$ cat config.mk
export PLATFORM = sky130hd
export DESIGN_NAME = oled_display_command_config
export DESIGN_NICKNAME = d
export VERILOG_FILES = /design/src/hdl/oled_cmd_pkg.sv /design/src/hdl/addr_pointer.sv /design/src/hdl/row_mapper.sv /design/src/hdl/oled_display_command_config.sv
export SDC_FILE = /design/constraint.sdc
export NUM_CORES = 1
export LEC_CHECK = 0
export ABC_AREA = 0
export BUFFER_PORTS_ARGS = -buffer_cell sky130_fd_sc_hd__buf_2
export CAP_MARGIN = 20
export CORE_MARGIN = 4
export CORE_UTILIZATION = 40
export CTS_BUF_LIST = sky130_fd_sc_hd__clkbuf_4 sky130_fd_sc_hd__clkbuf_8
export DETAILED_ROUTE_END_ITERATION = 8
export PLACE_DENSITY = 0.58
export SYNTH_ARGS = -nofsm -noshare
export SYNTH_HDL_FRONTEND = slang
export SYNTH_SLANG_ARGS = --single-unit
$ cat constraint.sdc
create_clock -name hclk -period 9.6 [get_ports hclk]
set_input_delay 1.44 -clock hclk [delete_from_list [all_inputs] [get_ports hclk]]
set_output_delay 1.44 -clock hclk [all_outputs]
set_load 0.05 [all_outputs]
$ cat src/hdl/oled_cmd_pkg.sv
// Shared constants, types and register map for the display command block.
`default_nettype none

package oled_cmd_pkg;

  // ==========================================================================
  // Register map (byte offsets on the bus)
  localparam logic [7:0] CMD_OFFSET     = 8'h00;
  localparam logic [7:0] DATA_OFFSET    = 8'h04;
  localparam logic [7:0] POINTER_OFFSET = 8'h08;
  localparam logic [7:0] CONFIG_OFFSET  = 8'h0C;
  localparam logic [7:0] STATUS_OFFSET  = 8'h10;
  localparam logic [7:0] ROWQ_OFFSET    = 8'h14;

  // ==========================================================================
  // Opcodes
  localparam logic [7:0] OP_ADDR_MODE   = 8'h20;
  localparam logic [7:0] OP_COL_WINDOW  = 8'h21;
  localparam logic [7:0] OP_PAGE_WINDOW = 8'h22;
  localparam logic [7:0] OP_CONTRAST    = 8'h81;
  localparam logic [7:0] OP_MUX         = 8'hA8;
  localparam logic [7:0] OP_REF_SELECT  = 8'hAD;
  localparam logic [7:0] OP_OFFSET      = 8'hD3;
  localparam logic [7:0] OP_CLK_DIV     = 8'hD5;
  localparam logic [7:0] OP_PRECHARGE   = 8'hD9;
  localparam logic [7:0] OP_ROW_PINS    = 8'hDA;
  localparam logic [7:0] OP_DESELECT    = 8'hDB;

  // ==========================================================================
  // Field positions and limits
  localparam int         STATUS_OFF_BIT  = 6;
  localparam int         REF_INTERNAL_BIT = 4;
  localparam logic [5:0] MUX_MIN         = 6'h0F;
  localparam logic [6:0] SEG_LAST        = 7'h7F;
  localparam logic [5:0] ROW_LAST        = 6'h3F;

  // ==========================================================================
  // Values after reset
  localparam logic [7:0] CONTRAST_RESET  = 8'h7F;
  localparam logic [5:0] MUX_RESET       = 6'h3F;
  localparam logic [6:0] COL_START_RESET = 7'h00;
  localparam logic [6:0] COL_END_RESET   = 7'h7F;
  localparam logic [2:0] PAGE_START_RESET = 3'h0;
  localparam logic [2:0] PAGE_END_RESET  = 3'h7;

  typedef enum logic [1:0] {
    ADDR_HORIZ = 2'b00,
    ADDR_VERT  = 2'b01,
    ADDR_PAGE  = 2'b10
  } addr_mode_type;

  typedef enum logic [2:0] {
    DEC_IDLE = 3'b001,
    DEC_ARG1 = 3'b010,
    DEC_ARG2 = 3'b100
  } dec_state_type;

  typedef struct packed {
    logic [6:0] col_start;
    logic [6:0] col_end;
    logic [2:0] page_start;
    logic [2:0] page_end;
  } window_type;

  typedef struct packed {
    logic [5:0] start_line;
    logic [5:0] offset;
    logic [5:0] mux;
    logic       scan_reverse;
  } row_map_cfg_type;

endpackage

`default_nettype wire

$ cat src/hdl/addr_pointer.sv
// Column and page pointer of the frame memory with window wrap.
`default_nettype none

module addr_pointer
  import oled_cmd_pkg::*;
(
  input  wire logic          hclk,
  input  wire logic          hresetn,
  input  wire addr_mode_type addr_mode,
  input  wire window_type    window,
  input  wire logic          load_col,
  input  wire logic [6:0]    col_value,
  input  wire logic          load_page,
  input  wire logic [2:0]    page_value,
  input  wire logic          access,
  output logic [6:0]         col_ptr,
  output logic [2:0]         page_ptr
);

  logic col_at_end;
  logic page_at_end;

  assign col_at_end  = (col_ptr == window.col_end);
  assign page_at_end = (page_ptr == window.page_end);

  // ==========================================================================
  // Column pointer
  always_ff @(posedge hclk or negedge hresetn) begin
    if (!hresetn) begin
      col_ptr <= COL_START_RESET;
    end else if (load_col) begin
      col_ptr <= col_value;
    end else if (access) begin
      case (addr_mode)
        ADDR_VERT: begin
          if (page_at_end) begin
            col_ptr <= col_at_end ? window.col_start : col_ptr + 7'h01;
          end
        end
        default: begin
          col_ptr <= col_at_end ? window.col_start : col_ptr + 7'h01;
        end
      endcase
    end
  end

  // ==========================================================================
  // Page pointer
  always_ff @(posedge hclk or negedge hresetn) begin
    if (!hresetn) begin
      page_ptr <= PAGE_START_RESET;
    end else if (load_page) begin
      page_ptr <= page_value;
    end else if (access) begin
      case (addr_mode)
        ADDR_HORIZ: begin
          if (col_at_end) begin
            page_ptr <= page_at_end ? window.page_start : page_ptr + 3'h1;
          end
        end
        ADDR_VERT: begin
          page_ptr <= page_at_end ? window.page_start : page_ptr + 3'h1;
        end
        default: begin
          page_ptr <= page_ptr;
        end
      endcase
    end
  end
endmodule // addr_pointer

`default_nettype wire

$ cat src/hdl/row_mapper.sv
// Maps each row driver output onto a frame memory row.
`default_nettype none

module row_mapper
  import oled_cmd_pkg::*;
#(
  parameter int ROWS = 64
)
(
  input  wire row_map_cfg_type cfg,
  input  wire logic [5:0]      scan_index,
  input  wire logic [5:0]      query_index,
  output logic [ROWS-1:0]      row_select_vector,
  output logic [6:0]           scan_map,
  output logic [6:0]           query_map
);

  // Returns {selected, memory row}; the 6-bit sums wrap modulo 64.
  function automatic logic [6:0] map_row(input logic [5:0] index,
                                         input row_map_cfg_type c);
    logic [5:0] phys;
    logic [5:0] line;
    phys = c.scan_reverse ? ROW_LAST - index : index;
    line = phys + c.offset;
    return {line <= c.mux, 6'(line + c.start_line)};
  endfunction

  assign scan_map  = map_row(scan_index, cfg);
  assign query_map = map_row(query_index, cfg);

  // ==========================================================================
  // Per-output selection: outputs whose mapped line (after reverse and offset) is past the ratio stay unselected.
  genvar i;
  generate
    for (i = 0; i < ROWS; i++) begin : g_row
      logic [6:0] m;
      assign m = map_row(6'(i), cfg);
      assign row_select_vector[i] = m[6];
    end
  endgenerate

endmodule // row_mapper

`default_nettype wire

$ cat src/hdl/oled_display_command_config.sv
// Command interpreter and display configuration with an AHB-Lite port.
//
// Contract
// Page window: opcode, start, end; load page pointer.
// Vertical mode: page advances, wraps end to start.
// Horizontal mode: after last cell both pointers restart.
// Start line opcodes load six-bit first row.
// Contrast byte follows; current rises with value.
// Segment remap affects only later memory writes.
// Force-all-on lights every pixel; resume follows memory.
// Normal lights on one, inverse on zero.
// Ratio 16 to 63, default 63, limits outputs; the code accepts mux values 15 to 63 (16 to 64 rows).
// Store internal or external reference current choice.
// Off grounds segments, floats rows; on enables drive.
// Page mode opcodes set page from low bits.
// Scan direction flips image at once.
// Offset command: second byte holds six-bit offset.
// Host sends 64 minus n to shift away.
// Mode codes: 00 horizontal, 01 vertical, 10 page.
// Column window: opcode, start, end; load column pointer.
// Row is offset plus start modulo 64.
// Multi-byte commands apply only after final byte.
//
// Local design decisions: the address map and register access over AHB-Lite.
`default_nettype none

module oled_display_command_config
  import oled_cmd_pkg::*;
(
  input  wire logic        hclk,
  input  wire logic        hresetn,
  input  wire logic        hsel,
  input  wire logic [31:0] haddr,
  input  wire logic [1:0]  htrans,
  input  wire logic        hwrite,
  input  wire logic [2:0]  hsize,
  input  wire logic [31:0] hwdata,
  input  wire logic        hready,
  output logic             hreadyout,
  output logic             hresp,
  output logic [31:0]      hrdata,
  input  wire logic        pixel_mem_bit,
  input  wire logic [5:0]  scan_row_index,
  output logic             pixel_lit,
  output logic [7:0]       contrast_level,
  output logic             reference_current_external,
  output logic             display_on,
  output logic             segment_ground,
  output logic             row_output_hiz,
  output logic [63:0]      row_driver_output,
  output logic [5:0]       scan_ram_row,
  output logic             scan_row_active,
  output logic             mem_write_strobe,
  output logic [6:0]       mem_segment,
  output logic [2:0]       mem_page,
  output logic [7:0]       mem_write_data
);

  // Number of parameter bytes that follow an opcode.
  function automatic logic [1:0] arg_count(input logic [7:0] op);
    case (op)
      OP_COL_WINDOW, OP_PAGE_WINDOW: return 2'd2;
      OP_ADDR_MODE, OP_CONTRAST, OP_MUX, OP_REF_SELECT, OP_OFFSET,
      OP_CLK_DIV, OP_PRECHARGE, OP_ROW_PINS, OP_DESELECT: return 2'd1;
      default: return 2'd0;
    endcase
  endfunction

  // ==========================================================================
  // Bus slave
  logic          dp_write_reg;
  logic          dp_read_reg;
  logic [7:0]    dp_addr_reg;
  logic          rd_ready_reg;
  logic [31:0]   hrdata_reg;
  logic [31:0]   read_next;
  logic          ap_valid;

  assign ap_valid  = hsel && htrans[1] && hready;
  // Reads take one wait state so that a write in the cycle before is seen.
  assign hreadyout = !dp_read_reg || rd_ready_reg;
  assign hresp     = 1'b0;
  assign hrdata    = hrdata_reg;

  always_ff @(posedge hclk or negedge hresetn) begin
    if (!hresetn) begin
      dp_write_reg <= 1'b0;
      dp_read_reg  <= 1'b0;
      dp_addr_reg  <= 8'h00;
    end else if (ap_valid) begin
      dp_write_reg <= hwrite;
      dp_read_reg  <= !hwrite;
      dp_addr_reg  <= {haddr[7:2], 2'b00};
    end else if (hready) begin
      dp_write_reg <= 1'b0;
      dp_read_reg  <= 1'b0;
    end
  end

  always_ff @(posedge hclk or negedge hresetn) begin
    if (!hresetn) begin
      rd_ready_reg <= 1'b0;
      hrdata_reg   <= 32'h0000_0000;
    end else begin
      rd_ready_reg <= dp_read_reg && !rd_ready_reg;
      if (dp_read_reg && !rd_ready_reg) begin
        hrdata_reg <= read_next;
      end
    end
  end

  logic       cmd_wr;
  logic       data_wr;
  logic       rowq_wr;
  logic [7:0] cmd_byte;

  assign cmd_wr   = dp_write_reg && dp_addr_reg == CMD_OFFSET;
  assign data_wr  = dp_write_reg && dp_addr_reg == DATA_OFFSET;
  assign rowq_wr  = dp_write_reg && dp_addr_reg == ROWQ_OFFSET;
  assign cmd_byte = hwdata[7:0];

  // ==========================================================================
  // Command decoder
  dec_state_type dec_state_reg;
  logic [7:0]    pending_op_reg;
  logic [6:0]    arg1_reg;

  always_ff @(posedge hclk or negedge hresetn) begin
    if (!hresetn) begin
      dec_state_reg  <= DEC_IDLE;
      pending_op_reg <= 8'h00;
      arg1_reg       <= 7'h00;
    end else if (cmd_wr) begin
      case (dec_state_reg)
        DEC_IDLE: begin
          pending_op_reg <= cmd_byte;
          if (arg_count(cmd_byte) != 2'd0) begin
            dec_state_reg <= DEC_ARG1;
          end
        end
        DEC_ARG1: begin
          arg1_reg <= cmd_byte[6:0];
          dec_state_reg <= (arg_count(pending_op_reg) == 2'd2)
                           ? DEC_ARG2 : DEC_IDLE;
        end
        DEC_ARG2: begin
          dec_state_reg <= DEC_IDLE;
        end
        default: begin
          dec_state_reg <= DEC_IDLE;
        end
      endcase
    end
  end

  logic idle_op;
  logic arg1_op;
  logic arg2_op;

  assign idle_op = cmd_wr && dec_state_reg == DEC_IDLE;
  assign arg1_op = cmd_wr && dec_state_reg == DEC_ARG1;
  assign arg2_op = cmd_wr && dec_state_reg == DEC_ARG2;

  // ==========================================================================
  // Configuration state
  addr_mode_type   addr_mode_reg;
  window_type      window_reg;
  row_map_cfg_type map_reg;
  logic [7:0]      contrast_reg;
  logic            seg_remap_reg;
  logic            force_all_reg;
  logic            inverse_reg;
  logic            ref_internal_reg;
  logic            display_on_reg;

  always_ff @(posedge hclk or negedge hresetn) begin
    if (!hresetn) begin
      addr_mode_reg    <= ADDR_PAGE;
      window_reg       <= {COL_START_RESET, COL_END_RESET,
                           PAGE_START_RESET, PAGE_END_RESET};
      map_reg          <= {6'h00, 6'h00, MUX_RESET, 1'b0};
      contrast_reg     <= CONTRAST_RESET;
      seg_remap_reg    <= 1'b0;
      force_all_reg    <= 1'b0;
      inverse_reg      <= 1'b0;
      ref_internal_reg <= 1'b0;
      display_on_reg   <= 1'b0;
    end else if (idle_op) begin
      case (cmd_byte[7:4])
        4'h4, 4'h5, 4'h6, 4'h7: map_reg.start_line <= cmd_byte[5:0];
        4'hA: begin
          case (cmd_byte[3:0])
            4'h0, 4'h1: seg_remap_reg  <= cmd_byte[0];
            4'h4, 4'h5: force_all_reg  <= cmd_byte[0];
            4'h6, 4'h7: inverse_reg    <= cmd_byte[0];
            4'hE, 4'hF: display_on_reg <= cmd_byte[0];
            default: ;
          endcase
        end
        4'hC: map_reg.scan_reverse <= cmd_byte[3];
        default: ;
      endcase
    end else if (arg1_op) begin
      case (pending_op_reg)
        OP_ADDR_MODE: begin
          if (cmd_byte[1:0] != 2'b11) begin
            addr_mode_reg <= addr_mode_type'(cmd_byte[1:0]);
          end
        end
        OP_CONTRAST: contrast_reg <= cmd_byte;
        OP_MUX: begin
          if (cmd_byte[5:0] >= MUX_MIN) begin
            map_reg.mux <= cmd_byte[5:0];
          end
        end
        OP_REF_SELECT: ref_internal_reg <= cmd_byte[REF_INTERNAL_BIT];
        OP_OFFSET: map_reg.offset <= cmd_byte[5:0];
        default: ;
      endcase
    end else if (arg2_op) begin
      if (pending_op_reg == OP_COL_WINDOW) begin
        window_reg.col_start <= arg1_reg;
        window_reg.col_end   <= cmd_byte[6:0];
      end else begin
        window_reg.page_start <= arg1_reg[2:0];
        window_reg.page_end   <= cmd_byte[2:0];
      end
    end
  end

  // ==========================================================================
  // Pointers
  logic       load_col;
  logic [6:0] col_value;
  logic       load_page;
  logic [2:0] page_value;
  logic [6:0] col_ptr;
  logic [2:0] page_ptr;
  logic       page_mode_op;

  assign page_mode_op = idle_op && addr_mode_reg == ADDR_PAGE;
  assign load_col  = (arg2_op && pending_op_reg == OP_COL_WINDOW)
                   || (page_mode_op && cmd_byte[7:5] == 3'b000);
  assign col_value = arg2_op ? arg1_reg
                   : cmd_byte[4] ? {cmd_byte[2:0], col_ptr[3:0]}
                   : {col_ptr[6:4], cmd_byte[3:0]};
  assign load_page = (arg2_op && pending_op_reg == OP_PAGE_WINDOW)
                   || (page_mode_op && cmd_byte[7:3] == 5'b10110);
  assign page_value = arg2_op ? arg1_reg[2:0] : cmd_byte[2:0];

  addr_pointer u_addr_pointer (
    .hclk       (hclk),
    .hresetn    (hresetn),
    .addr_mode  (addr_mode_reg),
    .window     (window_reg),
    .load_col   (load_col),
    .col_value  (col_value),
    .load_page  (load_page),
    .page_value (page_value),
    .access     (data_wr),
    .col_ptr    (col_ptr),
    .page_ptr   (page_ptr)
  );

  // The remap is applied on the way into memory, so stored data keep
  // whatever mapping was in force when they were written.
  always_ff @(posedge hclk or negedge hresetn) begin
    if (!hresetn) begin
      mem_write_strobe <= 1'b0;
      mem_segment      <= 7'h00;
      mem_page         <= 3'h0;
      mem_write_data   <= 8'h00;
    end else begin
      mem_write_strobe <= data_wr;
      if (data_wr) begin
        mem_segment    <= seg_remap_reg ? SEG_LAST - col_ptr : col_ptr;
        mem_page       <= page_ptr;
        mem_write_data <= hwdata[7:0];
      end
    end
  end

  // ==========================================================================
  // Row mapping and panel drive
  logic [5:0]  query_index_reg;
  logic [63:0] row_select;
  logic [6:0]  scan_map;
  logic [6:0]  query_map;

  always_ff @(posedge hclk or negedge hresetn) begin
    if (!hresetn) begin
      query_index_reg <= 6'h00;
    end else if (rowq_wr) begin
      query_index_reg <= hwdata[5:0];
    end
  end

  row_mapper #(.ROWS(64)) u_row_mapper (
    .cfg               (map_reg),
    .scan_index        (scan_row_index),
    .query_index       (query_index_reg),
    .row_select_vector (row_select),
    .scan_map          (scan_map),
    .query_map         (query_map)
  );

  always_ff @(posedge hclk or negedge hresetn) begin
    if (!hresetn) begin
      pixel_lit         <= 1'b0;
      row_driver_output <= 64'h0;
      scan_ram_row      <= 6'h00;
      scan_row_active   <= 1'b0;
      segment_ground    <= 1'b1;
      row_output_hiz    <= 1'b1;
    end else begin
      pixel_lit <= display_on_reg
                   && (force_all_reg || (pixel_mem_bit ^ inverse_reg));
      row_driver_output <= display_on_reg ? row_select : 64'h0;
      scan_ram_row      <= scan_map[5:0];
      scan_row_active   <= display_on_reg && scan_map[6];
      segment_ground    <= !display_on_reg;
      row_output_hiz    <= !display_on_reg;
    end
  end

  assign contrast_level             = contrast_reg;
  assign reference_current_external = !ref_internal_reg;
  assign display_on                 = display_on_reg;

  // ==========================================================================
  // Register read mux
  always_comb begin
    read_next = 32'h0000_0000;
    case (dp_addr_reg)
      CMD_OFFSET: read_next = {23'h0, dec_state_reg != DEC_IDLE,
                               pending_op_reg};
      POINTER_OFFSET: read_next = {14'h0, addr_mode_reg, 5'h0, page_ptr,
                                   1'b0, col_ptr};
      CONFIG_OFFSET: read_next = {contrast_reg, 2'b0, map_reg.mux, 2'b0,
                                  map_reg.offset, 2'b0, map_reg.start_line};
      STATUS_OFFSET: read_next = {25'h0, !display_on_reg, 1'b0,
                                  ref_internal_reg, map_reg.scan_reverse,
                                  seg_remap_reg, inverse_reg, force_all_reg};
      ROWQ_OFFSET: read_next = {10'h0, query_index_reg, 7'h0, query_map[6],
                                2'b0, query_map[5:0]};
      default: read_next = 32'h0000_0000;
    endcase
  end
endmodule // oled_display_command_config

`default_nettype wire

### Word-level counts from Yosys, hierarchy flattened

Index checks and enable logic that the tools add are counted.
Widths: inputs -> output; s select.

| operators by class | value |
|---|---|
| equal/unequal tests | 56 |
| mux-type cells | 94 |
| order comparisons | 67 |
| bitwise gates (word level) | 4 |
| add/sub/neg operators | 73 |
| reductions and logical operators | 62 |

Operators by type and width:

| cell | count |
|---|---|
| $add 6x6->6 | 68 |
| $le 6x6->1 | 66 |
| $mux 6 | 66 |
| $pmux 32 s5 | 1 |
| $eq 8x8->1 const B | 16 |
| $mux 64 | 1 |
| $mux 7 | 8 |
| $eq 8x6->1 const B | 6 |
| $eq 4x3->1 const B | 8 |
| $reduce_and 3->1 | 10 |
| $mux 3 | 7 |
| $reduce_or 9->1 | 2 |
| $eq 4x4->1 const B | 4 |
| $logic_and 1x1->1 | 16 |
| $reduce_and 4->1 | 4 |
| $eq 6x2->1 const B | 2 |
| $eq 6x3->1 const B | 2 |
| $pmux 3 s2 | 2 |
| $reduce_or 2->1 | 6 |
| $sub 6x6->6 const A | 2 |
| $reduce_and 2->1 | 5 |
| $logic_not 8->1 | 1 |
| $mux 2 | 4 |
| $pmux 2 s2 | 2 |
| 29 further kinds | 47 |

| storage, ports and cells | value |
|---|---|
| logic and storage cells | 392 |
| bits of input ports | 81 |
| register bits | 221 |
| output and inout bits | 137 |

### Logic depth before layout (Yosys ltp)

| depth | value |
|---|---|
| depth in word-level cells | 8 |
| gate-level depth with buffers | 16 |
| mapped depth without buffers | 14 |

### Cells and area by module

From an unflattened synthesis, not the netlist that was laid out.

| second synthesis, totals | value |
|---|---|
| cell total of the unflattened synthesis | 1,568 |
| area, all modules | 15,458.6 sq um |

By module, submodules not included:

| module | sequential area each (sq um) | instances | cells each | area each (sq um) |
|---|---|---|---|---|
| oled_display_command_config | 5,212.5 | 1 | 656 | 8,365.5 |
| row_mapper | 0.0 | 1 | 821 | 6,269.8 |
| addr_pointer | 250.2 | 1 | 91 | 823.3 |

### Worst setup path before layout

Ideal clock, no wire load.

| timing path | value |
|---|---|
| kind | register -> register |
| from | register map_reg[0] (netlist bit) |
| to | register row_driver_output[29] |
| period minus slack after synthesis | 3.771 ns |
| library setup time | 0.122 ns |
| arrival time | 3.649 ns |
| required time | 9.478 ns |
| stages on the path, launching flop included | 13 |
| buffers on the path | 4 |
| slack | 5.829 ns |
| cells stage by stage | dfrtp_1 -> clkbuf_1 -> clkbuf_1 -> inv_1 -> ha_1 -> buf_1 -> clkbuf_1 -> xnor2_1 -> inv_1 -> ha_1 -> o21a_1 -> o21ai_0 -> a32o_1 |

| on the way | value |
|---|---|
| cells in the longest elaborated chain, start to end | 4 |

Ends and longest elaborated chain:

| what | RTL line | source |
|---|---|---|
| start, declared | oled_display_command_config.sv:168 | `row_map_cfg_type map_reg;` |
| start signal, assigned | oled_display_command_config.sv:181 | `map_reg <= {6'h00, 6'h00, MUX_RESET, 1'b0};` |
| $mux 6 | row_mapper.sv:23 | `phys = c.scan_reverse ? ROW_LAST - index : index;` |
| $add 6x6->6 | row_mapper.sv:24 | `line = phys + c.offset;` |
| $le 6x6->1 | row_mapper.sv:25 | `return {line <= c.mux, 6'(line + c.start_line)};` |
| $mux 64 | oled_display_command_config.sv:318 | `row_driver_output <= display_on_reg ? row_select : 64'h0;` |
| end signal, assigned | oled_display_command_config.sv:318 |  |
| end, declared | oled_display_command_config.sv:50 | `output logic [63:0] row_driver_output,` |

Every way passes these cells.
A chain may end at the register's enable or synchronous reset.

### Worst setup path in the final report

| timing path | value |
|---|---|
| from | register map_reg[11] (netlist bit) |
| to | register row_driver_output[38] |

| on the way | value |
|---|---|
| cells in the longest elaborated chain, start to end | 3 |

Ends and longest elaborated chain:

| what | RTL line |
|---|---|
| $add 6x6->6 | row_mapper.sv:24 |
| $le 6x6->1 | row_mapper.sv:25 |
| $mux 64 | oled_display_command_config.sv:318 |

Every way passes these cells.

==> flow_metrics.py <==
metrics = {
    "die": {
        "die_area_mm2": 0.0406,
        "core_area_mm2": 0.0368,
        "fp-row-count": 70,
        "die_h_um": 201,
        "die_w_um": 201,
        "num_io_pins": 218,
        "start_util": 0.407,
    },
    "clock_tree": {
        "cts.clk_slew.worst_paths_ns": 0.06,
        "tritoncts": "built",
        "post_cts_resize_count": 0,
        "clock-sinks": 217,
        "clock_latency_ns": 0.61,
        "cts-root-buf": "clkbuf_8",
        "hold_buffers": 0,
        "max-clock-path-buffers": 3,
        "h-tree-depth": 2,
        "cts_setup_buffers": 0,
        "cts-buffers-inserted": 40,
    },
    "grt": {
        "grt_overflow": 0,
        "grt_pass1_vias": 12179,
        "antenna_found_initial": 0,
        "grt_usage": 0.206,
        "grt_pass1_wl_um": 67600,
        "grt_max_degree": 94,
    },
    "detailed_routing": {
        "num_vias": 12055,
        "finalWirelength_um": 42600,
        "drt_iter0_drc": 597,
        "dr.pass1.iters": 5,
        "vias_per_cell": 5.53,
        "wire_per_inst_um": 19.6,
        "drtAntennaViolNets": 0,
        "drcViolationCount": 0,
    },
    "sta": {
        "fmax_ghz": 0.226,
        "grt_setup_unrepaired": "false",
        "timing.final.hold_violations": 0,
        "slew_headroom": 0.244,
        "setup_viol": 0,
        "tightest_slew_ns": 1.13,
        "finalCritPeriodShare": 0.461,
        "final.setup.tns_ns": 0,
        "final.min_clock_period_ns": 4.42,
        "slew_violations": 0,
        "fin_skew_ns": 0.0273,
    },
    "worst_setup_path": {
        "required_ns": 10.05,
        "critPathLaunch": "map_reg[11]",
        "worstReg2RegEnd": "row_driver_output[38]",
        "crit_end": "row_driver_output[38]",
        "arrival_ns": 4.87,
        "reg2reg_slack_ns": 5.18,
        "worstSetupPathType": "flip-flop to flip-flop",
        "setup.worst_path.start_class": "flip-flop",
        "critPathCaptureType": "flip-flop",
        "reg2reg_from": "map_reg[11]",
        "path_max_fanout": 24,
        "reg2reg_depth": 9,
    },
    "synth": {
        "synth_top_family_by_area": "compound AO/OA/AOI/OAI gates",
        "syn_area_per_cell_um2": 9.73,
        "synth-edff-count": 0,
        "muxShareOfSynthArea": 0.0723,
        "syn-instance-count": 1538,
        "ys.warnings.count": 0,
        "synthAdderAreaFrac": 0.153,
        "ys_types": 70,
        "synth-compound-area-share": 0.168,
        "ys_seq_area_frac": 0.365,
        "synth_xor_xnor_area_share": 0.0754,
        "syn-cell-area_mm2": 0.0150,
        "ys.flop_type": "dfrtp_1",
        "ys_ff_latch": 217,
        "synthSimpleGateAreaFrac": 0.113,
        "async_flop_share": 1.00,
    },
    "placed_design": {
        "dp_hpwl_um": 30400,
        "place.gp.congestion": 0.893,
        "port_buffers": 158,
    },
    "finish": {
        "fillers": 3543,
        "largest_reg_flops": 64,
        "final_nets": 1940,
        "syn2layout_area_growth_pct": 13.7,
        "final_cell_mix": "191 x dfrtp_1, 170 x ha_1, 157 x buf_2",
        "drive_gt1_frac": 0.215,
        "multi_input_area_mm2": 0.00873,
        "layout_commonest_cell": "dfrtp_1",
        "diodes": 0,
        "seqCellArea_mm2": 0.00546,
    },
    "power": {
        "leakage_nw": 8.33,
        "power_density_mw_per_mm2": 166,
        "power_mw": 2.83,
        "ir_drop_uv": 109,
    },
    "outcome": {
        "outcome": "complete, no violations",
    },
    "run": {
        "max-cap-violations": 0,
    },
    "hold_path": {
        "min_path_type": "flip-flop to flip-flop",
    },
}
## layout make-up
cell class	count	area share
Multi-Input combinational cell	1123	0.513
Sequential cell	217	0.321
Timing Repair Buffer	169	0.0519
Clock buffer	64	0.0459
Tap cell	468	0.0344
Inverter	130	0.0287
Clock inverter	7	0.00500
## kinds of logic (layout without fill, tap and decap cells)
kind of cell / count (synthesis) / count (layout)
mux: 98 / 98
other cells: 1 / 5
fa+ha+maj: 178 / 178
buf+inv: 202 / 370
simple gates: 335 / 335
xor+xnor: 128 / 128
compound gates: 379 / 379
flops: 217 / 217
## critical path, stage by stage, from the launching register on
cell,delay [ns]
dfrtp_1,0.51
ha_1,1.05
clkinv_1,0.52
a21oi_1,0.76
o21ai_0,0.26
xor2_1,0.30
inv_1,0.08
ha_1,0.30
a21boi_0,0.13
o31ai_1,0.35
## Yosys cell counts (9+ instances only)
cell,n,area share
a21oi_1,43,0.014
o31ai_1,62,0.031
inv_1,127,0.032
dfstp_2,26,0.046
nand2b_1,10,0.0042
and3_1,24,0.010
mux2_2,81,0.061
nand4_1,27,0.011
ha_1,170,0.14
a21boi_0,79,0.040
o21a_1,11,0.0055
nor2b_1,11,0.0046
nand2_1,101,0.025
dfrtp_1,191,0.32
buf_2,12,0.0040
nand3_1,56,0.019
xor2_1,48,0.028
mux2i_1,17,0.011
nor2_1,63,0.016
xnor2_1,79,0.046
o21ai_0,113,0.038
clkbuf_1,45,0.011
a32o_1,9,0.0060
## where the power goes
group / total [mW] / leakage (nW) / switching (mW) / internal (mW)
logic: 0.788 / 5.10 / 0.500 / 0.288
registers: 1.08 / 2.77 / 0.0885 / 0.990
clock network: 0.961 / 0.459 / 0.415 / 0.546
## stage by stage
step | utilization | area, um^2 | worst slack [ns] | hold slack [ns] | std cells
CTS | 0.463 | 17000 | 5.28 | 0.467 | 2178
floorplan | - | 15000 | 5.83 | 0.467 | 1542
global route | 0.463 | 17000 | 4.98 | 0.494 | 2178
global placement | 0.439 | 16200 | 5.41 | 0.448 | 2107
detailed placement | 0.439 | 16200 | 5.28 | 0.455 | 2107
finish | 0.463 | 17000 | 5.18 | 0.460 | 2178
## worst min path at each step
stage	from	slack [ns]	cells past startpoint	to
2_1_floorplan	window_reg[0]	0.47	2	window_reg[0]
3_3_place_gp	hrdata[7]	0.45	2	hrdata[7]
3_5_place_dp	hrdata[28]	0.46	2	hrdata[28]
4_1_cts	hrdata[28]	0.47	2	hrdata[28]
5_1_grt	hrdata[25]	0.49	2	hrdata[25]
6_report	hrdata[28]	0.46	2	hrdata[28]
## metal layers
| layer | vias up | track usage | routed length (um) |
|---|---|---|---|
| met5 | - | 0 | 0 |
| met4 | 0 | 0.0696 | 1320 |
| met3 | 78 | 0.0326 | 1920 |
| met2 | 281 | 0.358 | 21000 |
| met1 | 5934 | 0.262 | 18300 |
| li1 | 5762 | - | - |
No activity file was read; power rests on OpenSTA's default activity.
